--- src/logic/hbp_pkg.sv ---
// Shared constants and types for the host bus port and its host end
package hbp_pkg;
  localparam int          ADDR_W       = 9;
  localparam int          DATA_W       = 16;
  localparam int          VEC_W        = 8;
  localparam int          NUM_TX_CH    = 3;
  localparam int          NUM_CAUSE    = 6;
  localparam int          NUM_REGS     = 16;
  localparam int          REG_IDX_W    = 4;
  localparam logic [15:0] REG_RESET    = 16'h0000;
  localparam logic [7:0]  VEC_BASE     = 8'h40;
  localparam logic [15:0] IDLE_DATA    = 16'h0000;
  localparam int          LO_LSB       = 0;
  localparam int          HI_LSB       = 8;
  localparam int          BYTE_W       = 8;
  typedef enum logic [3:0] {
    HBP_IDLE  = 4'h1,
    HBP_REQ   = 4'h2,
    HBP_WAIT  = 4'h4,
    HBP_DONE  = 4'h8
  } hbp_host_e;
  typedef enum logic [1:0] {
    HBP_OP_READ  = 2'h0,
    HBP_OP_WRITE = 2'h1,
    HBP_OP_IACK  = 2'h2
  } hbp_op_e;
endpackage : hbp_pkg

--- src/logic/hbp_bus_if.sv ---
// Host bus wires joining the host end and the device port
`timescale 1ns/1ps
interface hbp_bus_if;
  logic [8:0]  reg_select_lines;
  logic [15:0] host_data_h2d;
  logic        host_data_h2d_oe;
  logic [15:0] host_data_d2h;
  logic        host_data_d2h_oe;
  logic        sel_n;
  logic        low_byte_strobe_n;
  logic        high_byte_strobe_n;
  logic        rd_wr;
  logic        transfer_ack_n;
  logic        tx_int_request_n_o;
  logic        tx_int_request_n_oe;
  logic        tx_int_ack_n;
  logic        rx_int_ack_n;
  logic        tx_chain_in_n;
  logic        tx_chain_out_n;
  modport device (
    input  reg_select_lines, host_data_h2d, host_data_h2d_oe, sel_n, low_byte_strobe_n,
    input  high_byte_strobe_n, rd_wr, tx_int_ack_n, rx_int_ack_n, tx_chain_in_n,
    output host_data_d2h, host_data_d2h_oe, transfer_ack_n, tx_int_request_n_o,
    output tx_int_request_n_oe, tx_chain_out_n
  );
  modport host (
    output reg_select_lines, host_data_h2d, host_data_h2d_oe, sel_n, low_byte_strobe_n,
    output high_byte_strobe_n, rd_wr, tx_int_ack_n, rx_int_ack_n, tx_chain_in_n,
    input  host_data_d2h, host_data_d2h_oe, transfer_ack_n, tx_int_request_n_o,
    input  tx_int_request_n_oe, tx_chain_out_n
  );
endinterface : hbp_bus_if

--- src/logic/hbp_device_port.sv ---
// Device end: register access port and transmit vectored interrupt logic
//
// Behaviour
// (RL1) Nine address lines select one register
// (RL2) Sixteen-bit data path, write in, read out
// (RL3) Vector appears on low byte only
// (RL4) Registers answer only while select is low
// (RL5) Byte strobes gate their own byte lane
// (RL6) Direction line high reads, low writes
// (RL7) Acknowledge marks valid read or accepted write
// (RL8) Acknowledge only for select or interrupt acknowledge
// (RL9) Open-drain request while any of six causes
// (RL10) Acknowledge during request starts vector cycle
// (RL11) Vector of highest priority requesting channel
// (RL12) Distinct vector per channel, own chain
// (RL13) Three channels, eight-message queue, empty cause
// (RL14) Claim acknowledge only with chain input low
// (RL15) Chain output low only when nobody requests
// (RL16) Release acknowledge and data after strobes drop
`timescale 1ns/1ps
module hbp_device_port (
  input  wire logic                          clk_in,
  input  wire logic                          rst_n_in,
  hbp_bus_if.device                          bus,
  input  wire logic [hbp_pkg::NUM_TX_CH-1:0] fifo_empty_in,
  input  wire logic [hbp_pkg::NUM_TX_CH-1:0] tx_end_in,
  input  wire logic [hbp_pkg::NUM_TX_CH-1:0] tx_end_clr_in,
  output wire logic [hbp_pkg::NUM_TX_CH-1:0] tx_end_pend_out,
  output logic      [15:0]                   reg0_out,
  output logic                               ack_cycle_out
);
  ////////////////////////////////////////////////////////////////////////////
  // Register file and answer path state
  logic [hbp_pkg::DATA_W-1:0]    regs_ff [hbp_pkg::NUM_REGS];
  logic [hbp_pkg::DATA_W-1:0]    rdata_ff;
  logic                          drive_ff;
  logic                          ack_ff;
  logic [hbp_pkg::NUM_TX_CH-1:0] end_pend_ff;

  ////////////////////////////////////////////////////////////////////////////
  // Only the low index bits are decoded, so upper address bits alias
  function automatic logic [hbp_pkg::REG_IDX_W-1:0] reg_index(input logic [hbp_pkg::ADDR_W-1:0] addr);
    return addr[hbp_pkg::REG_IDX_W-1:0];
  endfunction : reg_index

  // A lane whose strobe is high reads as zero rather than stale data
  function automatic logic [hbp_pkg::BYTE_W-1:0] lane_gate(input logic                      strobe_n,
                                                           input logic [hbp_pkg::BYTE_W-1:0] value);
    return strobe_n ? '0 : value;
  endfunction : lane_gate

  // Vectors start at the base, one per channel in channel order
  function automatic logic [hbp_pkg::VEC_W-1:0] chan_vector(input int unsigned ch);
    return hbp_pkg::VEC_BASE + hbp_pkg::VEC_W'(ch);
  endfunction : chan_vector

  ////////////////////////////////////////////////////////////////////////////
  // Host cycle decode
  wire logic                          low_on     = ~bus.low_byte_strobe_n;
  wire logic                          high_on    = ~bus.high_byte_strobe_n;
  wire logic                          any_strobe = low_on | high_on;
  wire logic                          reg_cycle  = ~bus.sel_n & any_strobe; // RL4
  wire logic                          is_read    = bus.rd_wr; // RL6
  wire logic [hbp_pkg::REG_IDX_W-1:0] idx        = reg_index(bus.reg_select_lines); // RL1
  wire logic [hbp_pkg::DATA_W-1:0]    cur_reg    = regs_ff[idx];
  wire logic [hbp_pkg::BYTE_W-1:0]    wr_lo_byte = bus.host_data_h2d[hbp_pkg::LO_LSB +: hbp_pkg::BYTE_W];
  wire logic [hbp_pkg::BYTE_W-1:0]    wr_hi_byte = bus.host_data_h2d[hbp_pkg::HI_LSB +: hbp_pkg::BYTE_W];

  ////////////////////////////////////////////////////////////////////////////
  // Transmit causes and daisy-chain priority; channel 0 is the highest
  wire logic [hbp_pkg::NUM_CAUSE-1:0]                   causes;
  wire logic [hbp_pkg::NUM_TX_CH-1:0]                   ch_req;
  wire logic [hbp_pkg::NUM_TX_CH-1:0]                   ch_win;
  wire logic [hbp_pkg::NUM_TX_CH:0]                     above_req;
  wire logic [hbp_pkg::NUM_TX_CH:0][hbp_pkg::VEC_W-1:0] vec_acc;
  wire logic [hbp_pkg::NUM_TX_CH-1:0]                   nxt_end_pend;
  wire logic                                            any_req;
  wire logic [hbp_pkg::VEC_W-1:0]                       vec;

  assign causes       = {end_pend_ff, fifo_empty_in}; // RL13
  assign any_req      = |causes; // RL9
  assign above_req[0] = 1'b0;
  assign vec_acc[0]   = '0;

  genvar ch;
  generate
    for (ch = 0; ch < hbp_pkg::NUM_TX_CH; ch++) begin : g_chan
      assign ch_req[ch]       = fifo_empty_in[ch] | end_pend_ff[ch]; // RL9
      assign ch_win[ch]       = ch_req[ch] & ~above_req[ch]; // RL11
      assign above_req[ch+1]  = above_req[ch] | ch_req[ch];
      assign vec_acc[ch+1]    = vec_acc[ch] | (ch_win[ch] ? chan_vector(ch) : '0); // RL12
      // A new end event wins over a clear landing in the same cycle
      assign nxt_end_pend[ch] = (end_pend_ff[ch] & ~tx_end_clr_in[ch]) | tx_end_in[ch]; // RL13
    end
  endgenerate

  assign vec = vec_acc[hbp_pkg::NUM_TX_CH];

  ////////////////////////////////////////////////////////////////////////////
  // Cycle detection; a chain input that never falls leaves the host waiting
  wire logic iack_cycle;
  wire logic rx_iack;
  wire logic cycle_on;
  wire logic take;
  wire logic vec_take;
  wire logic rd_take;
  wire logic wr_take;

  assign iack_cycle = ~bus.tx_int_ack_n & any_req & ~bus.tx_chain_in_n & any_strobe; // RL10 RL14
  // Receive acknowledge is answered here without data; its vector lives elsewhere
  assign rx_iack    = ~bus.rx_int_ack_n & any_strobe;
  assign cycle_on   = reg_cycle | iack_cycle | rx_iack; // RL8
  // Taking edge: the cycle is open and not yet answered, so a long strobe acts once
  assign take       = cycle_on & ~ack_ff;
  assign vec_take   = take & iack_cycle;
  assign rd_take    = take & reg_cycle & is_read;
  assign wr_take    = take & reg_cycle & ~is_read;

  ////////////////////////////////////////////////////////////////////////////
  // Answer path: data is registered so it stands steady beside the ack
  wire logic [hbp_pkg::BYTE_W-1:0] hi_lane;
  wire logic [hbp_pkg::BYTE_W-1:0] lo_lane;
  wire logic [hbp_pkg::DATA_W-1:0] lane_data;
  wire logic [hbp_pkg::DATA_W-1:0] vec_word;
  wire logic [hbp_pkg::DATA_W-1:0] nxt_rdata;
  wire logic                       nxt_ack;
  wire logic                       nxt_drive;

  assign hi_lane   = cur_reg[hbp_pkg::HI_LSB +: hbp_pkg::BYTE_W];
  assign lo_lane   = cur_reg[hbp_pkg::LO_LSB +: hbp_pkg::BYTE_W];
  assign lane_data = {lane_gate(bus.high_byte_strobe_n, hi_lane),
                      lane_gate(bus.low_byte_strobe_n, lo_lane)}; // RL2 RL5
  assign vec_word  = {{hbp_pkg::BYTE_W{1'b0}}, vec}; // RL3
  assign nxt_rdata = !cycle_on ? hbp_pkg::IDLE_DATA :
                     vec_take  ? vec_word :
                     rd_take   ? lane_data :
                                 rdata_ff;
  assign nxt_ack   = cycle_on; // RL7 RL16
  // Lines are driven only on reads and vectors, so a write never fights the host
  assign nxt_drive = cycle_on & (vec_take | rd_take | drive_ff); // RL16

  ////////////////////////////////////////////////////////////////////////////
  // Pins: the request is open drain, so only its enable moves
  always_comb begin
    bus.tx_int_request_n_o  = 1'b0;
    bus.tx_int_request_n_oe = any_req; // RL9
    bus.tx_chain_out_n      = bus.tx_chain_in_n | any_req; // RL15
    bus.transfer_ack_n      = ~ack_ff; // RL7
    bus.host_data_d2h       = rdata_ff;
    bus.host_data_d2h_oe    = drive_ff; // RL16
  end

  assign tx_end_pend_out = end_pend_ff;
  assign reg0_out        = regs_ff[0];
  assign ack_cycle_out   = ack_ff;

  ////////////////////////////////////////////////////////////////////////////
  // Flags and answer registers
  always_ff @(posedge clk_in or negedge rst_n_in) begin
    if (!rst_n_in) begin
      end_pend_ff <= '0;
    end else begin
      end_pend_ff <= nxt_end_pend; // RL13
    end
  end

  // The ack drops one edge after the cycle closes, never in mid-cycle
  always_ff @(posedge clk_in or negedge rst_n_in) begin
    if (!rst_n_in) begin
      ack_ff <= 1'b0;
    end else begin
      ack_ff <= nxt_ack; // RL7
    end
  end

  always_ff @(posedge clk_in or negedge rst_n_in) begin
    if (!rst_n_in) begin
      drive_ff <= 1'b0;
    end else begin
      drive_ff <= nxt_drive; // RL16
    end
  end

  always_ff @(posedge clk_in or negedge rst_n_in) begin
    if (!rst_n_in) begin
      rdata_ff <= hbp_pkg::IDLE_DATA;
    end else begin
      rdata_ff <= nxt_rdata; // RL2
    end
  end

  ////////////////////////////////////////////////////////////////////////////
  // Writes land on the taking edge only, lane by lane
  genvar r;
  generate
    for (r = 0; r < hbp_pkg::NUM_REGS; r++) begin : g_reg
      wire logic wr_hit = wr_take & (idx == hbp_pkg::REG_IDX_W'(r)); // RL1
      wire logic wr_lo  = wr_hit & low_on; // RL5
      wire logic wr_hi  = wr_hit & high_on; // RL2
      always_ff @(posedge clk_in or negedge rst_n_in) begin
        if (!rst_n_in) begin
          regs_ff[r] <= hbp_pkg::REG_RESET;
        end else begin
          if (wr_lo) begin
            regs_ff[r][hbp_pkg::LO_LSB +: hbp_pkg::BYTE_W] <= wr_lo_byte;
          end
          if (wr_hi) begin
            regs_ff[r][hbp_pkg::HI_LSB +: hbp_pkg::BYTE_W] <= wr_hi_byte;
          end
        end
      end
    end
  endgenerate
endmodule : hbp_device_port

--- src/flat_wrapper.sv ---
// flat-port wrapper written by rule: the top's interface ports become plain ports
module hbp_device_port_flat 
  (clk_in, rst_n_in, fifo_empty_in, tx_end_in, tx_end_clr_in, tx_end_pend_out, reg0_out, ack_cycle_out, bus_reg_select_lines, bus_host_data_h2d, bus_host_data_h2d_oe, bus_sel_n, bus_low_byte_strobe_n, bus_high_byte_strobe_n, bus_rd_wr, bus_tx_int_ack_n, bus_rx_int_ack_n, bus_tx_chain_in_n, bus_host_data_d2h, bus_host_data_d2h_oe, bus_transfer_ack_n, bus_tx_int_request_n_o, bus_tx_int_request_n_oe, bus_tx_chain_out_n);
  hbp_bus_if bus_i ();
  input  wire logic clk_in;
  input  wire logic rst_n_in;
  input  wire logic [hbp_pkg::NUM_TX_CH-1:0] fifo_empty_in;
  input  wire logic [hbp_pkg::NUM_TX_CH-1:0] tx_end_in;
  input  wire logic [hbp_pkg::NUM_TX_CH-1:0] tx_end_clr_in;
  output wire logic [hbp_pkg::NUM_TX_CH-1:0] tx_end_pend_out;
  output logic      [15:0] reg0_out;
  output logic ack_cycle_out;
  input wire logic [$bits(bus_i.reg_select_lines)-1:0] bus_reg_select_lines;
  input wire logic [$bits(bus_i.host_data_h2d)-1:0] bus_host_data_h2d;
  input wire logic [$bits(bus_i.host_data_h2d_oe)-1:0] bus_host_data_h2d_oe;
  input wire logic [$bits(bus_i.sel_n)-1:0] bus_sel_n;
  input wire logic [$bits(bus_i.low_byte_strobe_n)-1:0] bus_low_byte_strobe_n;
  input wire logic [$bits(bus_i.high_byte_strobe_n)-1:0] bus_high_byte_strobe_n;
  input wire logic [$bits(bus_i.rd_wr)-1:0] bus_rd_wr;
  input wire logic [$bits(bus_i.tx_int_ack_n)-1:0] bus_tx_int_ack_n;
  input wire logic [$bits(bus_i.rx_int_ack_n)-1:0] bus_rx_int_ack_n;
  input wire logic [$bits(bus_i.tx_chain_in_n)-1:0] bus_tx_chain_in_n;
  output wire logic [$bits(bus_i.host_data_d2h)-1:0] bus_host_data_d2h;
  output wire logic [$bits(bus_i.host_data_d2h_oe)-1:0] bus_host_data_d2h_oe;
  output wire logic [$bits(bus_i.transfer_ack_n)-1:0] bus_transfer_ack_n;
  output wire logic [$bits(bus_i.tx_int_request_n_o)-1:0] bus_tx_int_request_n_o;
  output wire logic [$bits(bus_i.tx_int_request_n_oe)-1:0] bus_tx_int_request_n_oe;
  output wire logic [$bits(bus_i.tx_chain_out_n)-1:0] bus_tx_chain_out_n;
  assign bus_i.reg_select_lines = bus_reg_select_lines;
  assign bus_i.host_data_h2d = bus_host_data_h2d;
  assign bus_i.host_data_h2d_oe = bus_host_data_h2d_oe;
  assign bus_i.sel_n = bus_sel_n;
  assign bus_i.low_byte_strobe_n = bus_low_byte_strobe_n;
  assign bus_i.high_byte_strobe_n = bus_high_byte_strobe_n;
  assign bus_i.rd_wr = bus_rd_wr;
  assign bus_i.tx_int_ack_n = bus_tx_int_ack_n;
  assign bus_i.rx_int_ack_n = bus_rx_int_ack_n;
  assign bus_i.tx_chain_in_n = bus_tx_chain_in_n;
  assign bus_host_data_d2h = bus_i.host_data_d2h;
  assign bus_host_data_d2h_oe = bus_i.host_data_d2h_oe;
  assign bus_transfer_ack_n = bus_i.transfer_ack_n;
  assign bus_tx_int_request_n_o = bus_i.tx_int_request_n_o;
  assign bus_tx_int_request_n_oe = bus_i.tx_int_request_n_oe;
  assign bus_tx_chain_out_n = bus_i.tx_chain_out_n;
  hbp_device_port u_core (.clk_in(clk_in), .rst_n_in(rst_n_in), .bus(bus_i), .fifo_empty_in(fifo_empty_in), .tx_end_in(tx_end_in), .tx_end_clr_in(tx_end_clr_in), .tx_end_pend_out(tx_end_pend_out), .reg0_out(reg0_out), .ack_cycle_out(ack_cycle_out));
endmodule
--- config.mk ---
export PLATFORM = sky130hd
export DESIGN_NAME = hbp_device_port_flat
export DESIGN_NICKNAME = d
export VERILOG_FILES = /design/src/logic/hbp_pkg.sv /design/src/logic/hbp_bus_if.sv /design/src/logic/hbp_device_port.sv /design/src/flat_wrapper.sv
export SDC_FILE = /design/constraint.sdc
export NUM_CORES = 1
export LEC_CHECK = 0
export ABC_CLOCK_PERIOD_IN_PS = 3000
export BUFFER_PORTS_ARGS = -buffer_cell sky130_fd_sc_hd__buf_2
export CORE_MARGIN = 2
export CORE_UTILIZATION = 30
export CTS_CLUSTER_DIAMETER = 40
export DETAILED_ROUTE_END_ITERATION = 6
export SYNTH_ARGS = -nofsm -noshare
export SYNTH_HDL_FRONTEND = slang
export SYNTH_SLANG_ARGS = --single-unit
--- constraint.sdc ---
create_clock -name clk_in -period 3 [get_ports clk_in]
set_clock_uncertainty 0.15 [all_clocks]
set_input_delay 0.15 -clock clk_in [delete_from_list [all_inputs] [get_ports clk_in]]
set_output_delay 0.15 -clock clk_in [all_outputs]
set_load 0.02 [all_outputs]
* Word-level counts from Yosys, hierarchy flattened
Cells that the tools add are included.
** Storage, ports and cells
- Flip-flop bits (word level) :: 277
- Bits in latches :: 0
- RAM bits :: 0
- Bits in read-only memories :: 0
- Output and inout port bits :: 41
- Logic and storage cells :: 159
- Memories kept :: 0
** Cells by class
- Add/subtract/negate cells :: 0
- Multiply operators :: 0
- Divide/modulo/power cells :: 0
- Magnitude comparators :: 1
- Equality and inequality tests :: 16
- Shift-type cells :: 0
- Multiplexer cells :: 11
- Bitwise gates (word level) :: 93
- Reductions and logical operators :: 2
** Operators with widths (number)
- $mux 16 :: 5
- $and 1x1->1 :: 64
- $bmux 16 s4 :: 1
- $eq 4x4->1 const B :: 8
- $mux 7 :: 3
- $eq 4x3->1 const B :: 4
- $mux 8 :: 2
- $or 8x8->8 :: 2
- $not 1->1 :: 13
- $or 1x1->1 :: 13
- $eq 4x2->1 const B :: 2
- $reduce_or 6->1 :: 1
- $ge 5x5->1 const B :: 1
- $not 4->5 :: 1
- $eq 4x1->1 const B :: 1
- $logic_not 4->1 :: 1
- $ne 3x3->1 const B :: 1

* Longest topological paths before layout
Gate-level depths: netlist (run 1).
- Word-level depth :: 12
- Depth in mapped cells :: 7

* Least setup slack after synthesis (run 1)
No wires, ideal clock.
- Path type :: reg2reg
- Start :: register u_core.ack_ff (netlist: u_core.ack_cycle_out)
- End :: register u_core.regs_ff[72] (netlist name)
- Data arrival time :: 1.917 ns
- Slack :: 0.808 ns
- Stages on the path, launching flop included :: 5
- Path buffers :: 0
- Clock period less this slack :: 2.192 ns
- Path through :: dfrtp_1 -> a2111oi_2 -> nand3_1 -> nor2_2 -> mux2_2
** On the way
- Word-level cells in the longest chain between the ends :: 6
** RTL lines
- from (decl) :: line hbp_device_port.sv:37 : logic ack_ff;
- from (signal assigned) :: line hbp_device_port.sv:172 : ack_ff <= nxt_ack;
- $not 1->1 :: line hbp_device_port.sv:114 : assign take = cycle_on & ~ack_ff;
- $and 1x1->1 :: line hbp_device_port.sv:114
- $and 1x1->1 (2 in series) :: line hbp_device_port.sv:117 : assign wr_take = take & reg_cycle & ~is_read;
- $and 1x1->1 :: line hbp_device_port.sv:197 : wire logic wr_hit = wr_take & (idx == hbp_pkg::REG_IDX_W'(r));
- $and 1x1->1 :: line hbp_device_port.sv:199 : wire logic wr_hi = wr_hit & high_on;
- to (signal, indexed assignment) :: line hbp_device_port.sv:202 : regs_ff[r] <= hbp_pkg::REG_RESET;
- to (signal, indexed assignment) :: line hbp_device_port.sv:205 : regs_ff[r][hbp_pkg::LO_LSB +: hbp_pkg::BYTE_W] <= wr_lo_byte;
- to (signal, indexed assignment) :: line hbp_device_port.sv:208 : regs_ff[r][hbp_pkg::HI_LSB +: hbp_pkg::BYTE_W] <= wr_hi_byte;
- to (decl) :: line hbp_device_port.sv:34 : logic [hbp_pkg::DATA_W-1:0] regs_ff [hbp_pkg::NUM_REGS];
No other way between the ends.
A chain may end at the register's enable or synchronous reset.

* Final worst setup path (run 1)
- Start :: register u_core.ack_ff (netlist: u_core.ack_cycle_out)
- End :: register u_core.regs_ff[71] (netlist name)
** On the way
- Word-level cells in the longest chain between the ends :: 6
** RTL lines
- $not 1->1 :: line hbp_device_port.sv:114
- $and 1x1->1 :: line hbp_device_port.sv:114
- $and 1x1->1 (2 in series) :: line hbp_device_port.sv:117
- $and 1x1->1 :: line hbp_device_port.sv:197
- $and 1x1->1 :: line hbp_device_port.sv:198 : wire logic wr_lo = wr_hit & low_on;
No other way between the ends.

==> results.tsv, run 1 <==
stage	metric	value	unit
critical_path	crit_required	3260	ps
critical_path	reg2reg_setup_slack	270	ps
clock_tree	numClockSinks	277	
synthesis	synth_mux_area_share	36.2	%
timing	fmax	366	MHz
flow_run	maxCapViolCount	0	
timing	drv_slew	0	
power	p_int	7.13	mW
drt	drt-pass1-iter-count	4	
timing	relSlewSlack	29.2	%
power	power_density	614	nW/µm²
floorplan	std_cell_rows	75	
critical_path	path_class	reg -> reg	
timing	setup_viol	0	
critical_path	start_kind	flip-flop	
drt	avgViaCountPerCell	4.91	
critical_path	end_kind	flip-flop	
clock_tree	post_cts_resized	0	
power	swShare	24.4	%
placed_design	place.gp.congestion	0.747	
placed_design	numPortBuffers	77	
global_routing	met1_usage	18.4	%
clock_tree	clk_pin_slew	60	ps
synthesis	synth_area	12800	µm²
timing	setup_tns	0	ps
floorplan	dieHeight	210	µm
finish	layout.cells.non_filler	1502	
clock_tree	root_buffer	clkbuf_16	
floorplan	ios	85	
global_routing	grt_overflow	0	
hold_path	hold_class	in -> async	
synthesis	synth_area_per_cell	15.5	µm²
global_routing	busiest_layer	met2	
clock_tree	ctsHoldBuffers	30	
floorplan	coreArea	41900	µm²
synthesis	syn_nets	870	
critical_path	critPathMaxFanout	8	
timing	hold_violations	0	
placed_design	place.detailed.hpwl	20.1	mm
finish	fin_util	36.6	%
global_routing	grt_max_degree	68	
synthesis	synth-adder-area-share	0	%
finish	antenna_cells	0	
global_routing	grtUsageMet3	2.77	%
synthesis	synth_simple_gate_area_share	4.15	%
global_routing	grt_pass1_vias	7739	
global_routing	grt_antenna_before_repair	2	
critical_path	worst_r2r_startpoint	u_core.ack_cycle_out	
drt	routed_wl	30.3	mm
finish	num-nets-final	978	
drt	wl_per_cell	20.2	µm
floorplan	dieWidth	210	µm
clock_tree	cts_buffers	37	
clock_tree	cts_buffer_depth	3	
drt	drtAntennaViolNets	0	
clock_tree	post_cts_buffers	0	
floorplan	die_area	44200	µm²
drt	drc	0	
global_routing	met2_usage	23.4	%
critical_path	regToRegEndpoint	u_core.regs_ff[71]	
clock_tree	cts_max_level	2	
synthesis	ys_seq_elements	277	
synthesis	yosysUniqueCellTypes	43	
finish	stdcell_area	15400	µm²
synthesis	synth_xor_area_share	0	%
placed_design	dp.cells	1404	
critical_path	r2r.worst_path.cells	4	
finish	num-fill-cells	3948	
placed_design	dpl-instance-area	13800	µm²
power	leakage	7.39	nW
drt	drt_iter0_drc	343	
power	pwr-share-clk	48.2	%
finish	areaGrowthSynthToFinish	20.3	%
global_routing	grtUsageTotal	14.0	%
clock_tree	cts_tree	done	
timing	fin_crit_sh	91.1	%
timing	worst_pin_slew	1050	ps
power	peakVddDrop	0.000322	V
drt	dr_total_vias	7377	
timing	finalCriticalPeriod	2730	ps
finish	drive_above_1_share	54.4	%
clock_tree	insertion_delay	530	ps
power	power.share.sequential	43.2	%
synthesis	synth_compound_area_share	2.52	%
power	switchingPower	2.30	mW
status	status	finished clean	
timing	rsz0062_at_grt	false	
synthesis	ys_warn_count	0	
synthesis	synth_top_family_by_area	multiplexers	
power	combPwrFrac	8.6	%
synthesis	seq_area_frac_synth	54.3	%
critical_path	cp.arrival	2990	ps
floorplan	floorplan.initialDensity	30.4	%
synthesis	netlist_instances	826	
global_routing	grt_pass1_wl	47.2	mm
==> metal layers <==
| metal | wire length (µm) | part of all wire, % |
|---|---|---|
| met5 | 16 | 0.053 |
| met4 | 631 | 2.1 |
| met3 | 1170 | 3.9 |
| met2 | 15200 | 50 |
| met1 | 13200 | 44 |
==> how the worst max path moves through the flow <==
stage / endpoint / depth (start not counted) / slack, ps / startpoint
2_1_floorplan: u_core.regs_ff[72] / 4 / 810 / u_core.ack_cycle_out
3_5_place_dp: u_core.regs_ff[114] / 4 / 270 / u_core.ack_cycle_out
5_1_grt: u_core.ack_cycle_out / 5 / 100 / u_core.tx_end_pend_out[1]
4_1_cts: u_core.regs_ff[115] / 4 / 250 / u_core.ack_cycle_out
3_3_place_gp: u_core.regs_ff[113] / 4 / 290 / u_core.ack_cycle_out
6_report: u_core.regs_ff[71] / 4 / 270 / u_core.ack_cycle_out
==> Yosys cell counts, drive strengths merged <==
library cell    n  share of area [%]
dfrtp         277                 54
mux2          258                 23
mux4           63                 11
nand2          45                1.6
buf            34                1.7
clkbuf         32               0.94
mux2i          30                2.4
nor2           22               0.96
a32o           13                1.0
nor3            6               0.59
inv             5               0.15
a21o            4               0.24
nand3           4               0.16
nor2b           3               0.15
a2111oi         2               0.24
a21oi           2              0.078
a221o           2               0.16
a22o            2               0.14
nand2b          2              0.098
nor4            2              0.098
or2             2              0.098
a2111o          1              0.088
a211o           1              0.069
a21boi          1              0.088
a311o           1              0.078
a311oi          1              0.069
and2            1              0.049
and3b           1              0.069
and4b           1              0.078
conb            1              0.029
nand4           1              0.049
nor3b           1              0.059
o211a           1              0.078
o22a            1              0.069
o22ai           1              0.049
o31a            1              0.069
or3b            1              0.069
==> critical path: stages (launching register included) <==
cell and delay (ps):
dfrtp_1 480, a2111oi_2 650, nand3_1 370, nor2_2 560, mux2_2 400
==> per-stage QoR <==
stage                     setup slack (ps)  hold WS, ps  power [mW]
after floorplan                        808         -296        4.64
final                                  268         18.3        9.43
after CTS                              254         15.5        9.56
after detailed placement               266        -18.7        4.93
after global placement                 294        -21.9        4.91
after global routing                  95.7         58.9        9.81
==> power groups by stage <==
stage	Sequential (mW)	Combinational [mW]	Clock (mW)
2_1_floorplan	4.11	0.523	0
3_3_place_gp	4.12	0.780	0
3_5_place_dp	4.14	0.795	0
4_1_cts	4.07	0.828	4.67
5_1_grt	4.09	0.890	4.83
6_report	4.07	0.813	4.54
==> flip-flops by register name, summed over array words and instances, names as in the netlist <==
signal,cells
u_core.bus.host_data_d2h_oe,1
u_core.bus.host_data_d2h,16
u_core.ack_cycle_out,1
u_core.tx_end_pend_out,3
u_core.regs_ff,240
u_core.reg0_out,16
==> kinds of logic (layout without fill, tap and decap cells) <==
family          after synthesis  count (layout)
buf+inv                      71             208
mux                         351             351
flops                       277             277
simple gates                 92              92
compound gates               34              34
other cells                   1               1
==> placed cells by master, fill, tap and decap left out, drive strengths merged, types with 3 or more instances in the layout <==
master	synthesis	layout
dfrtp	277	277
mux2i	30	30
mux2	258	258
bufinv	0	3
nand2	45	45
nand3	4	4
nor2b	3	3
a32o	13	13
inv	5	13
nor3	6	6
mux4	63	63
clkinv	0	7
nor2	22	22
clkinvlp	0	5
a21o	4	4
buf	34	105
dlygate4sd3	0	30
clkbuf	32	45
==> layout make-up <==
class,instances,area (µm²),area share [%]
clock inverter,23,270,1.76
tap,539,674,4.39
multi-input combinational,478,5480,35.7
sequential,277,6930,45.1
clock buffer,45,1030,6.69
timing repair buffer,135,961,6.25
inverter,5,18.8,0.122
(Power assumes the default switching activity.)
==> inputs of run 2 (changes only) <==
--- a/config.mk
+++ b/config.mk
@@ -11,6 +11,7 @@
 export CORE_UTILIZATION = 30
 export CTS_CLUSTER_DIAMETER = 40
 export DETAILED_ROUTE_END_ITERATION = 6
+export REMOVE_ABC_BUFFERS = 1
 export SYNTH_ARGS = -nofsm -noshare
 export SYNTH_HDL_FRONTEND = slang
 export SYNTH_SLANG_ARGS = --single-unit
==> run 2 against run 1 <==
Design area stayed put. Hold slack better by 17 ps. Maximum frequency is 1.7% higher. Sequential cell count stayed put. Clock power is 5.3% higher. Sequential share of layout area stayed put. Utilization stayed put. Setup slack better by 47 ps. Final cell count is 0.47% lower. Sequential power hardly changed. Critical path type unchanged.
==> results.tsv, run 2 (synthesis results as in run 1) <==
stage	metric	value	unit
global_routing	grt_antenna_before_repair	1	
global_routing	grt_pass1_vias	8036	
drt	drtAntennaViolNets	0	
finish	num-nets-final	970	
clock_tree	numClockSinks	277	
finish	layout.cells.non_filler	1495	
global_routing	grtUsageTotal	14.3	%
timing	rsz0062_at_grt	false	
timing	fin_crit_sh	89.5	%
critical_path	critPathMaxFanout	8	
finish	top_register	u_core.regs_ff	
status	status	finished clean	
floorplan	floorplan.initialDensity	30.4	%
floorplan	coreArea	41900	µm²
timing	hold_violations	0	
critical_path	crit_required	3260	ps
finish	largest_reg_flops	240	
timing	finalCriticalPeriod	2690	ps
drt	drc	0	
floorplan	dieWidth	210	µm
drt	dr_total_vias	7457	
critical_path	path_class	reg -> reg	
hold_path	hold_class	in -> reg	
clock_tree	cts_buffer_depth	3	
global_routing	grt_max_degree	73	
power	power_density	629	nW/µm²
power	finalPower	9.66	mW
drt	routed_wl	30.4	mm
drt	drt-pass1-iter-count	4	
timing	setup_tns	0	ps
critical_path	crit_path_start	u_core.ack_cycle_out	
floorplan	dieHeight	210	µm
floorplan	die_area	44200	µm²
drt	drt_iter0_drc	342	
timing	worst_slack	314	ps
critical_path	end_kind	flip-flop	
timing	fmax	372	MHz
timing	relSlewSlack	20.5	%
drt	avgViaCountPerCell	4.99	
placed_design	place.detailed.hpwl	20.0	mm
global_routing	grt_pass1_wl	48.3	mm
power	leakage	7.39	nW
flow_run	maxCapViolCount	0	
critical_path	cp.arrival	2950	ps
placed_design	dp.cells	1397	
critical_path	start_kind	flip-flop	
global_routing	grt_overflow	0	
finish	final_common_cell	dfrtp_1	
timing	worst_pin_slew	1180	ps
clock_tree	clk_pin_slew	60	ps
critical_path	worst_r2r_startpoint	u_core.ack_cycle_out	
placed_design	numPortBuffers	77	
finish	areaGrowthSynthToFinish	20.3	%
placed_design	dp_slack	254	ps
finish	drive_above_1_share	54.3	%
clock_tree	insertion_delay	540	ps
power	peakVddDrop	0.000462	V
timing	setup_viol	0	
placed_design	place.gp.congestion	0.762	
timing	drv_slew	0	
clock_tree	cts_max_level	2	
floorplan	std_cell_rows	75	
hold_path	worstHoldStart	fifo_empty_in[1]	
clock_tree	root_buffer	clkbuf_16	
clock_tree	cts_buffers	38	
drt	wl_per_cell	20.4	µm
finish	final_cell_mix	dfrtp_1, mux2_2, buf_2	
clock_tree	cts_tree	done	
floorplan	ios	85	
==> run 2: cell count changes in the layout (fill, tap and decap cells not counted) <==
| cell | before | now |
|---|---|---|
| buf_4 | 26 | 19 |
| bufinv_16 | 3 | 6 |
| clkinv_2 | 1 | 5 |
| clkinv_8 | 1 | 2 |
| clkinvlp_4 | 5 | 2 |
| diode_2 | 0 | 1 |
| dlygate4sd3_1 | 30 | 28 |
| inv_6 | 5 | 3 |
| inv_8 | 3 | 1 |
| nor4_1 | 2 | 1 |
| nor4_2 | 0 | 1 |
==> run 2: layout make-up <==
cell class | count | area (µm²)
antenna | 1 | 2.50
clock buffer | 45 | 1030
clock inverter | 24 | 334
fill | 3978 | 26600
inverter | 5 | 18.8
multi-input combinational | 478 | 5490
sequential | 277 | 6930
tap | 539 | 674
timing repair buffer | 126 | 888
==> run 2: worst max-delay path, stage by stage, from the launching register on <==
cell       delay [ps]
dfrtp_1           540
a2111oi_2         610
nand3_1           300
nor2_2            560
mux2_2            410
==> run 2: where the power goes <==
group          internal, mW  switching (mW)
combinational         0.395           0.414
sequential             3.96           0.115
clock                  3.01            1.77
total                  7.36            2.29
==> run 2: path summary, 6_finish.rpt <==
path / to / slack, ps / depth (start not counted)
max: u_core.regs_ff[208] / 310 / 4
min: u_core.bus.host_data_d2h[0] / 30 / 4
max reg2reg: u_core.regs_ff[208] / 310 / 4
min reg2reg: u_core.regs_ff[168] / 340 / 1
max in group asynchronous: u_core.tx_end_pend_out[0] / 1840 / 3
min in group asynchronous: u_core.regs_ff[134] / 40 / 2
==> run 2: layer usage <==
metal,vias up,part of all wire [%],global-route usage [%]
met4,0,1.9,3.62
met5,-,0,0
met1,3997,46,19.9
li1,3283,-,-
met2,131,47,23.0
met3,46,4.4,2.70
==> run 2: through the flow <==
step | hold WS (ps) | instance area [µm²] | util, %
floorplan | -296 | 12400 | -
global placement | 20.2 | 13700 | 32.7
detailed placement | 22.6 | 13700 | 32.7
CTS | 26.7 | 15400 | 36.6
global route | 36.8 | 15400 | 36.6
finish | 34.8 | 15400 | 36.6
==> run 2: timing repair <==
action / CTS / global route
hold buffers: 28 / 0
endpoints found under the hold margin: 488 / 0
endpoints found under the setup margin: 0 / 1
buffers inserted: 0 / 0
resized for setup: 0 / 1
